--- src/pkg/smrd_defines.svh ---
// constants for the mode-dependent register defaults block
`ifndef SMRD_DEFINES_SVH
`define SMRD_DEFINES_SVH
`define SMRD_OPMODE_STBY 3'h4
`define SMRD_OPMODE_NORM 3'h7
`define SMRD_WDPER_RST 4'h4
`define SMRD_RCAUSE_POR 5'h00
`define SMRD_RCAUSE_OT 5'h12
`define SMRD_WDMODE_SWDEV 3'h1
`define SMRD_WDMODE_DFLT 3'h2
`define SMRD_ID_DEFAULT 8'h5a
`define SMRD_EVT_POR 7'h60
`endif

--- src/pkg/smrd_pkg.sv ---
// types for the mode-dependent register defaults block
package smrd_pkg;
    typedef enum logic [2:0] {
        SMRD_M_OFF = 3'b000,
        SMRD_M_STBY = 3'b001,
        SMRD_M_NORM = 3'b010,
        SMRD_M_OT = 3'b011,
        SMRD_M_RST = 3'b100
    } smrd_mode_e;

    // software write port: one strobe per field
    typedef struct packed {
        logic op_mode_we;
        logic [2:0] op_mode_ctrl;
        logic wdog_per_we;
        logic [3:0] wdog_period_sel;
        logic wdog_mode_we;
        logic [2:0] wdog_mode_sel;
        logic en_we;
        logic [2:0] enables;
        logic lock_we;
        logic [6:0] reg_lock_bits;
        logic thr_we;
        logic [1:0] reg_reset_threshold;
        logic nyn_clr;
        logic [6:0] evt_clr;
    } smrd_wr_s;

    // live conditions and nonvolatile contents
    typedef struct packed {
        logic overtemp_warn_state;
        logic sw_dev_state;
        logic reg_supply_state;
        logic xcvr_supply_state;
        logic wdog_state;
        logic nvm_prog_state;
        logic [5:0] nvm_write_count;
        logic [1:0] reset_length_cfg;
        logic sw_dev_cfg;
        logic [1:0] reg_reset_threshold_startup;
    } smrd_live_s;
endpackage : smrd_pkg

--- src/rtl/smrd_regs.sv ---
// register defaults applied on power-on and on operating mode changes
// Overview of operation
// (RQ1) op_mode_ctrl is 100 after power-on, in standby and reset, 111 in normal, left as is in overtemp.
// (RQ2) wdog_period_sel loads 0100 at power-on and on entry to overtemp or reset, else kept.
// (RQ3) reset_cause_code is 00000 at power-on, 10010 on overtemp entry, the reset cause on reset entry.
// (RQ4) not_yet_normal_flag is 1 at power-on, cleared on entry to normal or by a software nyn_clr write, otherwise kept.
// (RQ5) wdog_mode_sel loads 001 if sw_dev_cfg is 1 else 010, at power-on and on reset entry.
// (RQ6) power_on_event and system_event_summary are 1 at power-on and kept until software clears them.
// (RQ7) the other event capture flags are 0 at power-on and kept across mode changes.
// (RQ8) event enables and lock bits are 0 at power-on and kept across mode changes.
// (RQ9) live status bits read 0 in off mode and follow the condition in every other mode.
// (RQ10) nvm programming state and write counter follow the memory in every mode.
// (RQ11) startup config bits come from nonvolatile store; the threshold control starts from its startup value.
// (RQ12) a software field write in the cycle of a mode change is dropped; the mode defaults win. Event clears still apply.
// (RQ13) ident_byte is a fixed read-only value from power-on.
`timescale 1ns/1ps
`include "smrd_defines.svh"
module smrd_regs #(
    parameter logic [7:0] ID_VALUE = `SMRD_ID_DEFAULT // arbitrary value
) (
    input wire logic sys_clk,
    input wire logic nrst,
    input wire smrd_pkg::smrd_mode_e mode,
    input wire logic [4:0] reset_src,
    input wire smrd_pkg::smrd_wr_s wr,
    input wire smrd_pkg::smrd_live_s live,
    input wire logic [6:0] evt_set,
    output logic [2:0] op_mode_ctrl,
    output logic [3:0] wdog_period_sel,
    output logic [4:0] reset_cause_code,
    output logic not_yet_normal_flag,
    output logic [2:0] wdog_mode_sel,
    output logic [6:0] events,
    output logic [2:0] enables,
    output logic [6:0] reg_lock_bits,
    output logic [1:0] reg_reset_threshold,
    output logic [4:0] live_status,
    output logic nvm_prog_state,
    output logic [5:0] nvm_write_count,
    output logic [2:0] startup_cfg,
    output logic [7:0] ident_byte
);
    import smrd_pkg::*;

    ////////////////////////////////////////////////////////////////////////////
    // events: {po, system_event_summary, otw, serial_fail_event, wdf, v1u, supply_event_summary|transceiver_event_summary...} bit6 po, bit5 system_event_summary
    smrd_mode_e mode_q;
    logic first_q, first_d;
    logic [2:0] opm_q, opm_d;
    logic [3:0] wdp_q, wdp_d;
    logic [4:0] rcs_q, rcs_d;
    logic nyn_q, nyn_d;
    logic [2:0] wdm_q, wdm_d;
    logic [6:0] evt_q, evt_d;
    logic [2:0] en_q, en_d;
    logic [6:0] lk_q, lk_d;
    logic [1:0] thr_q, thr_d;
    logic [4:0] lst_q, lst_d;
    logic nps_q, nps_d;
    logic [5:0] nwc_q, nwc_d;
    logic [2:0] scf_q, scf_d;
    logic chg;
    logic enter;

    // a mode change, the first cycle after power-on, or any cycle in off applies defaults;
    // off is the unpowered state, so a write there must not leave anything behind
    always_comb begin
        chg = (mode != mode_q);
        enter = chg || first_q || (mode == SMRD_M_OFF); // [RQ8] [RQ12]
    end

    ////////////////////////////////////////////////////////////////////////////
    // next-value logic; writes only land when no mode change is applied
    always_comb begin
        first_d = 1'b0;
        opm_d = opm_q;
        wdp_d = wdp_q;
        rcs_d = rcs_q;
        nyn_d = nyn_q;
        wdm_d = wdm_q;
        en_d = en_q;
        lk_d = lk_q;
        thr_d = thr_q;
        if (!enter) begin // [RQ12]
            if (wr.op_mode_we) opm_d = wr.op_mode_ctrl;
            if (wr.wdog_per_we) wdp_d = wr.wdog_period_sel;
            if (wr.wdog_mode_we) wdm_d = wr.wdog_mode_sel;
            if (wr.en_we) en_d = wr.enables; // [RQ8]
            if (wr.lock_we) lk_d = wr.reg_lock_bits; // [RQ8]
            if (wr.thr_we) thr_d = wr.reg_reset_threshold;
            if (wr.nyn_clr) nyn_d = 1'b0;
        end else begin
            unique case (mode)
                SMRD_M_OFF: begin
                    opm_d = `SMRD_OPMODE_STBY; // [RQ1]
                    wdp_d = `SMRD_WDPER_RST; // [RQ2]
                    rcs_d = `SMRD_RCAUSE_POR; // [RQ3]
                    nyn_d = 1'b1; // [RQ4]
                    wdm_d = live.sw_dev_cfg ? `SMRD_WDMODE_SWDEV : `SMRD_WDMODE_DFLT; // [RQ5]
                    en_d = 3'h0; // [RQ8]
                    lk_d = 7'h00; // [RQ8]
                    thr_d = live.reg_reset_threshold_startup; // [RQ11]
                end
                SMRD_M_STBY: opm_d = `SMRD_OPMODE_STBY; // [RQ1]
                SMRD_M_NORM: begin
                    opm_d = `SMRD_OPMODE_NORM; // [RQ1]
                    nyn_d = 1'b0; // [RQ4]
                end
                SMRD_M_OT: begin
                    wdp_d = `SMRD_WDPER_RST; // [RQ2]
                    rcs_d = `SMRD_RCAUSE_OT; // [RQ3]
                end
                SMRD_M_RST: begin
                    opm_d = `SMRD_OPMODE_STBY; // [RQ1]
                    wdp_d = `SMRD_WDPER_RST; // [RQ2]
                    rcs_d = reset_src; // [RQ3]
                    wdm_d = live.sw_dev_cfg ? `SMRD_WDMODE_SWDEV : `SMRD_WDMODE_DFLT; // [RQ5]
                end
                default: opm_d = opm_q;
            endcase
        end
    end

    // event flags: set beats clear; power-on leaves po and system_event_summary set
    always_comb begin
        evt_d = (evt_q & ~wr.evt_clr) | evt_set; // [RQ6] [RQ7]
        if (mode == SMRD_M_OFF) evt_d = `SMRD_EVT_POR; // [RQ6] [RQ7]
        lst_d = (mode == SMRD_M_OFF) ? 5'h00 : {live.overtemp_warn_state, live.sw_dev_state,
            live.reg_supply_state, live.xcvr_supply_state, live.wdog_state}; // [RQ9]
        nps_d = live.nvm_prog_state; // [RQ10]
        nwc_d = live.nvm_write_count; // [RQ10]
        scf_d = {live.reset_length_cfg, live.sw_dev_cfg}; // [RQ11]
    end

    ////////////////////////////////////////////////////////////////////////////
    // registers; reset is power-on
    always_ff @(posedge sys_clk or negedge nrst) begin
        if (!nrst) begin
            mode_q <= SMRD_M_OFF;
            first_q <= 1'b1;
            opm_q <= `SMRD_OPMODE_STBY;
            wdp_q <= `SMRD_WDPER_RST;
            rcs_q <= `SMRD_RCAUSE_POR;
            nyn_q <= 1'b1;
            wdm_q <= `SMRD_WDMODE_DFLT;
            evt_q <= `SMRD_EVT_POR;
            en_q <= 3'h0;
            lk_q <= 7'h00;
            thr_q <= 2'h0;
            lst_q <= 5'h00;
            nps_q <= 1'b0;
            nwc_q <= 6'h00;
            scf_q <= 3'h0;
        end else begin
            mode_q <= mode;
            first_q <= first_d;
            opm_q <= opm_d;
            wdp_q <= wdp_d;
            rcs_q <= rcs_d;
            nyn_q <= nyn_d;
            wdm_q <= wdm_d;
            evt_q <= evt_d;
            en_q <= en_d;
            lk_q <= lk_d;
            thr_q <= thr_d;
            lst_q <= lst_d;
            nps_q <= nps_d;
            nwc_q <= nwc_d;
            scf_q <= scf_d;
        end
    end

    // ident value is a reset constant that no write reaches
    logic [7:0] id_q;
    always_ff @(posedge sys_clk or negedge nrst) begin
        if (!nrst) id_q <= ID_VALUE; // [RQ13]
        else id_q <= id_q;
    end

    assign op_mode_ctrl = opm_q;
    assign wdog_period_sel = wdp_q;
    assign reset_cause_code = rcs_q;
    assign not_yet_normal_flag = nyn_q;
    assign wdog_mode_sel = wdm_q;
    assign events = evt_q;
    assign enables = en_q;
    assign reg_lock_bits = lk_q;
    assign reg_reset_threshold = thr_q;
    assign live_status = lst_q;
    assign nvm_prog_state = nps_q;
    assign nvm_write_count = nwc_q;
    assign startup_cfg = scf_q;
    assign ident_byte = id_q;

    ////////////////////////////////////////////////////////////////////////////
    // checks
    a_norm_mode_ctrl: assert property (@(posedge sys_clk) disable iff (!nrst)
        (mode == SMRD_M_NORM && mode_q != SMRD_M_NORM) |=> op_mode_ctrl == 3'h7 && !not_yet_normal_flag)
        else $error("normal entry defaults wrong"); // [RQ1]
    a_ot_period: assert property (@(posedge sys_clk) disable iff (!nrst)
        (mode == SMRD_M_OT && mode_q != SMRD_M_OT) |=> wdog_period_sel == 4'h4 && reset_cause_code == 5'h12)
        else $error("overtemp entry defaults wrong"); // [RQ2]
    a_rst_cause: assert property (@(posedge sys_clk) disable iff (!nrst)
        (mode == SMRD_M_RST && mode_q != SMRD_M_RST) |=> reset_cause_code == $past(reset_src))
        else $error("reset cause not captured"); // [RQ3]
    a_nyn_hold: assert property (@(posedge sys_clk) disable iff (!nrst)
        (mode == SMRD_M_STBY && mode_q != SMRD_M_STBY && !wr.nyn_clr) |=> $stable(not_yet_normal_flag))
        else $error("flag changed on standby entry"); // [RQ4]
    a_wdm_rst: assert property (@(posedge sys_clk) disable iff (!nrst)
        (mode == SMRD_M_RST && mode_q != SMRD_M_RST) |=> wdog_mode_sel == ($past(live.sw_dev_cfg) ? 3'h1 : 3'h2))
        else $error("watchdog mode default wrong"); // [RQ5]
    a_evt_sticky: assert property (@(posedge sys_clk) disable iff (!nrst)
        (mode != SMRD_M_OFF && evt_set[6]) |=> events[6])
        else $error("event set lost"); // [RQ6]
    a_off_live: assert property (@(posedge sys_clk) disable iff (!nrst)
        mode == SMRD_M_OFF |=> live_status == 5'h00 && enables == 3'h0 && reg_lock_bits == 7'h00)
        else $error("off mode defaults wrong"); // [RQ9]
    a_nvm_follow: assert property (@(posedge sys_clk) disable iff (!nrst)
        1'b1 |=> nvm_write_count == $past(live.nvm_write_count))
        else $error("write counter not tracking"); // [RQ10]
    a_write_drop: assert property (@(posedge sys_clk) disable iff (!nrst)
        (mode == SMRD_M_STBY && mode_q != SMRD_M_STBY && wr.en_we) |=> $stable(enables))
        else $error("write during mode change landed"); // [RQ12]
    a_ident_fixed: assert property (@(posedge sys_clk) disable iff (!nrst) ident_byte == ID_VALUE)
        else $error("ident changed"); // [RQ13]
endmodule : smrd_regs

--- config.mk ---
export PLATFORM = sky130hd
export DESIGN_NAME = smrd_regs
export DESIGN_NICKNAME = d
export VERILOG_FILES = /design/src/pkg/smrd_pkg.sv /design/src/rtl/smrd_regs.sv
export VERILOG_INCLUDE_DIRS = /design/src /design/src/pkg
export SDC_FILE = /design/constraint.sdc
export NUM_CORES = 1
export LEC_CHECK = 0
export ABC_CLOCK_PERIOD_IN_PS = 3050
export BUFFER_PORTS_ARGS = -buffer_cell sky130_fd_sc_hd__buf_2
export CELL_PAD_IN_SITES_DETAIL_PLACEMENT = 1
export CELL_PAD_IN_SITES_GLOBAL_PLACEMENT = 1
export CORE_MARGIN = 2
export CORE_UTILIZATION = 34
export DETAILED_ROUTE_END_ITERATION = 16
export HOLD_SLACK_MARGIN = 0.03
export PLACE_DENSITY_LB_ADDON = 0.1
export SYNTH_ARGS = -nofsm -noshare
export SYNTH_HDL_FRONTEND = slang
export SYNTH_SLANG_ARGS = --single-unit
--- constraint.sdc ---
create_clock -name sys_clk -period 3.05 [get_ports sys_clk]
set_input_delay 0.61 -clock sys_clk [delete_from_list [all_inputs] [get_ports sys_clk]]
set_output_delay 0.61 -clock sys_clk [all_outputs]
set_load 0.02 [all_outputs]
# ---- After elaboration in Yosys (flattened, before gate mapping)
# Index checks and enable logic that the tools add are counted.
dict set report word_totals {
  ff_bits 54
  in_bits 70
  out_inout_bits 58
  word_cells 75
}
dict set report op_classes {
  n_eq_ne 10
  muxes 25
  bitwise 3
  reduce_logical 22
}
# operator n
set ops {}
lappend ops {{$mux W7} 4}
lappend ops {{$mux W3} 8}
lappend ops {{$reduce_and A2 Y1} 8}
lappend ops {{$pmux W5 S3} 1}
lappend ops {{$reduce_bool A2 Y1} 7}
lappend ops {{$mux W4} 3}
lappend ops {{$mux W2} 4}
lappend ops {{$and A7 B7 Y7} 1}
lappend ops {{$not A7 Y7} 1}
lappend ops {{$or A7 B7 Y7} 1}
lappend ops {{$eq A3 B2 Y1 const B} 2}
lappend ops {{$pmux W3 S2} 1}
lappend ops {{$reduce_or A3 Y1} 2}
lappend ops {{$mux W5} 1}
lappend ops {{$ne A2 B2 Y1 const B} 2}
lappend ops {{$eq A3 B1 Y1 const B} 1}
lappend ops {{$eq A3 B3 Y1 const B} 1}
lappend ops {{$logic_not A3 Y1} 1}
lappend ops {{$ne A3 B1 Y1 const B} 1}
lappend ops {{$ne A3 B2 Y1 const B} 1}
lappend ops {{$ne A3 B3 Y1} 1}
lappend ops {{$reduce_bool A3 Y1} 1}
lappend ops {{$logic_or A1 B1 Y1} 2}
lappend ops {{$mux W1} 2}
lappend ops {{other kinds (3)} 3}

# ---- Depth between registers and ports, before layout
dict set report depth {
  ltp_word 5
  ltp_mapped 7
}

# ---- Worst setup path before layout
# No wires, ideal clock.
dict set report synth_path {
  kind {in2reg}
  from {in mode[0]}
  to {reg rcs_q[0], in the netlist reset_cause_code[0]}
  setup_time_ns 0.121
  arrival_time_ns 1.785
  path_slack_ns 1.144
  cell_stages 5
  path_buffers 1
  cell_sequence {or2_2 clkbuf_1 a21oi_1 a21oi_1 a22o_1}
}
dict set report synth_between {
  elab_chain_len 4
  word_cells_on_any_way 9
}
# item line
set synth_lines {}
lappend synth_lines {{start, declared} smrd_regs.sv:23} ;# input wire smrd_pkg::smrd_mode_e mode,
lappend synth_lines {{$ne A3 B3 Y1} smrd_regs.sv:68} ;# chg = (mode != mode_q);
lappend synth_lines {{$logic_or A1 B1 Y1 (2 in series)} smrd_regs.sv:69} ;# enter = chg || first_q || (mode == SMRD_M_OFF);
lappend synth_lines {{$reduce_and A2 Y1 (no line)} n/a}
lappend synth_lines {{end signal, assigned} smrd_regs.sv:143} ;# rcs_q <= `SMRD_RCAUSE_POR;
lappend synth_lines {{end signal, assigned} smrd_regs.sv:159} ;# rcs_q <= rcs_d;
lappend synth_lines {{end, declared} smrd_regs.sv:51} ;# logic [4:0] rcs_q, rcs_d;
# Parallel ways exist; a longest one is shown, timed or not.
# A chain may end at the register's enable or synchronous reset.

# ---- Final worst setup path
dict set report layout_path {
  from {in mode[2]}
  to {reg wdm_q[0], in the netlist wdog_mode_sel[0]}
}
dict set report layout_between {
  elab_chain_len 5
  word_cells_on_any_way 10
}
# item line
set layout_lines {}
lappend layout_lines {{$ne A3 B3 Y1} smrd_regs.sv:68}
lappend layout_lines {{$logic_or A1 B1 Y1 (2 in series)} smrd_regs.sv:69}
lappend layout_lines {{$ne A2 B2 Y1 (no line) or $reduce_bool A2 Y1 (tied branches)} n/a}
lappend layout_lines {{$reduce_and A2 Y1 (no line)} n/a}
lappend layout_lines {{end signal, assigned} smrd_regs.sv:145} ;# wdm_q <= `SMRD_WDMODE_DFLT;
lappend layout_lines {{end signal, assigned} smrd_regs.sv:161} ;# wdm_q <= wdm_d;
lappend layout_lines {{end, declared} smrd_regs.sv:53} ;# logic [2:0] wdm_q, wdm_d;
# Parallel ways exist; a longest one is shown, timed or not.

==> flow_summary_export.csv <==
group,metric,value,unit
setup_path,startpoint_type,"primary input",
floorplanning,die_w,85.1,um
setup_path,path_depth,7,
timing,fmax,477,MHz
cts,cts_buffers,5,
cells_and_area,n_fill_cell,771,
floorplanning,fp-row-count,29,
cts,holdBufCountCts,0,
setup_path,end_kind,"register",
timing,setup_violations,0,
synth,ys_seq_elements,54,
grt,grtUsageTotal,0.164,
setup_path,r2r_start,"mode_q[1]",
run_status,status,"completed",
placed_design,routabilityCongestion,0.722,
placed_design,dp_hpwl,4700,um
timing,setup_ws,0.953,ns
timing,report.final.slew_viol_count,0,
cts,clock_path_buffers,2,
flow_run,drv_cap,0,
synth,async_flop_share,1.00,
synth,ys.flop_type,"dfrtp_1",
setup_path,crit_chain,"buf_2 -> xor2_1 -> nor3b_1 -> a32o_2 -> buf_4 -> a211oi_1 -> a221oi_1",
synth,synth.most_common_cell,"dfrtp_1",
cells_and_area,n_antenna_cell,0,
cells_and_area,multi_input_area,737,um2
timing,hold_viol_final,0,
route,routed_wirelength,5830,um
power_and_ir_drop,p_per_area,538,mW/mm2
setup_path,rr_endpoint,"reset_cause_code[3]",
timing,min_period,2.10,ns
cts,cts_resized,0,
synth,ys_top_cells_by_area,"dfrtp_1 (53%), dfstp_2 (8.2%), nand2_1 (3.4%)",
setup_path,rrSetupSlack,0.96,ns
floorplanning,die_area,0.00725,mm2
setup_path,max_stage_delay,0.46,ns
power_and_ir_drop,leakage,0.00156,uW
timing,finalSetupTns,0,ns
cts,clk_latency,0.30,ns
cts,path_clk_slew,0.10,ns
worst_hold_path,hold_path.class,"in2async",
setup_path,crit_buf_inv,2,
route,drtPass1Iterations,4,
cts,post_cts_buffers,0,
cells_and_area,final_nets,397,
synth,synth_edf_count,0,
floorplanning,fp.coreArea,0.00635,mm2
synth,synthCells,208,
route,vias,1904,
cts,cts_tree,"built",
synth,synthTopCellsByCount,"dfrtp_1 (47), nand2_1 (20), inv_1 (17), nor2_1 (12)",
placed_design,port-buffer-count,119,
timing,grt_setup_unrepaired,"no",
synth,ys_warn_count,0,
cells_and_area,syn_to_final_growth,33.2,%
setup_path,slowest_stage,"a32o_2",
cells_and_area,drive_gt1_frac,0.424,
synth,synth.avg_cell_area,10.8,um2
synth,netlist_area,0.00224,mm2
timing,tightestPinTransition,0.756,ns
placed_design,place_ws,0.615,ns
grt,grt_max_degree,21,
synth,synth_top_area_share,0.525,
setup_path,worst_ep_required_time,3.24,ns
grt,grt_overflow,0,
route,postRouteAntennaNets,0,
route,drtIter0Drc,53,
floorplanning,die_h,85.1,um
floorplanning,pin_count,128,
setup_path,r2r_cells,4,
cells_and_area,seq_area,0.00136,mm2
route,via_per_inst,4.70,
route,wl_per_cell,14.4,um
setup_path,cp_max_fo,18,
grt,antenna_found_initial,0,
cts,root_buffer,"clkbuf_8",
cts,cts_max_level,2,
setup_path,worst_path_dominant_cell_family,"compound AO/OA/AOI/OAI gates",
synth,synth_area_leader_cell,"dfrtp_1",
cts,cts_sinks,54,
floorplanning,start_util,0.353,
grt,grt_pass1_vias,1986,
setup_path,crit_type,"in2reg",
grt,grt_pass1_wl,9610,um
synth,synth_cell_types,36,
timing,fin_crit_sh,0.688,
synth,yosysSeqAreaShare,0.608,
route,post-route-drc-count,0,
timing,fin_skew,0.00920,ns
setup_path,crit_arrival,2.29,ns
timing,maxSlewHeadroom,0.489,
power_and_ir_drop,max-vdd-ir-drop,0.286,mV
cells_and_area,fin_util,0.470,
[kinds of logic (layout without fill, tap and decap cells)]
family / count (synthesis) / in the layout / share of synthesized area
AO/OA/AOI/OAI: 53 / 53 / 0.167
XOR/XNOR: 2 / 2 / 0.00783
buffers and inverters: 34 / 147 / 0.0749
flip-flops: 54 / 54 / 0.608
multiplexers: 1 / 1 / 0.00447
other: 2 / 9 / 0.00336
AND/OR/NAND/NOR: 62 / 62 / 0.135
[routing by layer]
metal	vias to the layer above	routed length [um]	track usage	part of all wire
met5	-	0	0	0
met3	6	329	0.0360	0.056
met2	64	2900	0.269	0.50
met1	905	2530	0.222	0.43
met4	0	71	0.0390	0.012
li1	929	-	-	-
[power breakdown]
part	switching, uW	internal [uW]
registers	31.4	784
clock network	221	246
logic	200	121
[worst max-delay path by stage]
stage	start	endpoint	slack, ns
4_1_cts	mode[2]	wdog_mode_sel[0]	0.94
6_report	mode[2]	wdog_mode_sel[0]	0.95
5_1_grt	mode[2]	wdog_mode_sel[1]	0.71
3_3_place_gp	mode[2]	wdog_mode_sel[1]	0.71
3_5_place_dp	mode[2]	wdog_mode_sel[0]	0.62
2_1_floorplan	mode[0]	reset_cause_code[0]	1.14
[registers in the layout (all words and copies together) (netlist names)]
register,flops
wdog_mode_sel,3
reg_reset_threshold,2
nvm_prog_state,1
op_mode_ctrl,3
startup_cfg,3
first_q,1
wdog_period_sel,4
enables,3
live_status,5
events,7
mode_q,3
reg_lock_bits,7
not_yet_normal_flag,1
reset_cause_code,5
nvm_write_count,6
[stage by stage]
step / total power, uW / instance area [um2] / std cells / hold slack, ns
detailed placement: 1160 / 2880 / 397 / 0.456
global placement: 1150 / 2880 / 397 / 0.453
finish: 1600 / 2980 / 405 / 0.218
global route: 1690 / 2980 / 405 / 0.235
floorplan: 1010 / 2260 / 215 / 0.314
CTS: 1630 / 2980 / 405 / 0.223
[final cells by class]
type / instances / area share
inverters: 17 / 0.0214
clock inverters: 1 / 0.0101
repair buffers: 122 / 0.207
well taps: 77 / 0.0323
flip-flops and latches: 54 / 0.456
clock buffers: 7 / 0.0256
multi-input cells: 127 / 0.247
[layout by cell type (no fill, tap or decap), types with 2 or more instances in the layout]
| master | n |
|---|---|
| o21ai_0 | 11 |
| dfstp_2 | 7 |
| and2_4 | 2 |
| dfrtp_1 | 47 |
| clkbuf_1 | 2 |
| a22o_1 | 8 |
| nand2_1 | 20 |
| nor2b_1 | 4 |
| clkbuf_8 | 5 |
| a21oi_1 | 11 |
| conb_1 | 9 |
| nor2_1 | 12 |
| a211oi_1 | 7 |
| a32o_1 | 4 |
| a221oi_1 | 5 |
| buf_2 | 119 |
| nand3_1 | 10 |
| inv_1 | 17 |
| nor3_1 | 2 |
| and2_1 | 7 |
| a22oi_1 | 2 |
| buf_4 | 3 |
Note: power is estimated with default switching activity, not from simulation.
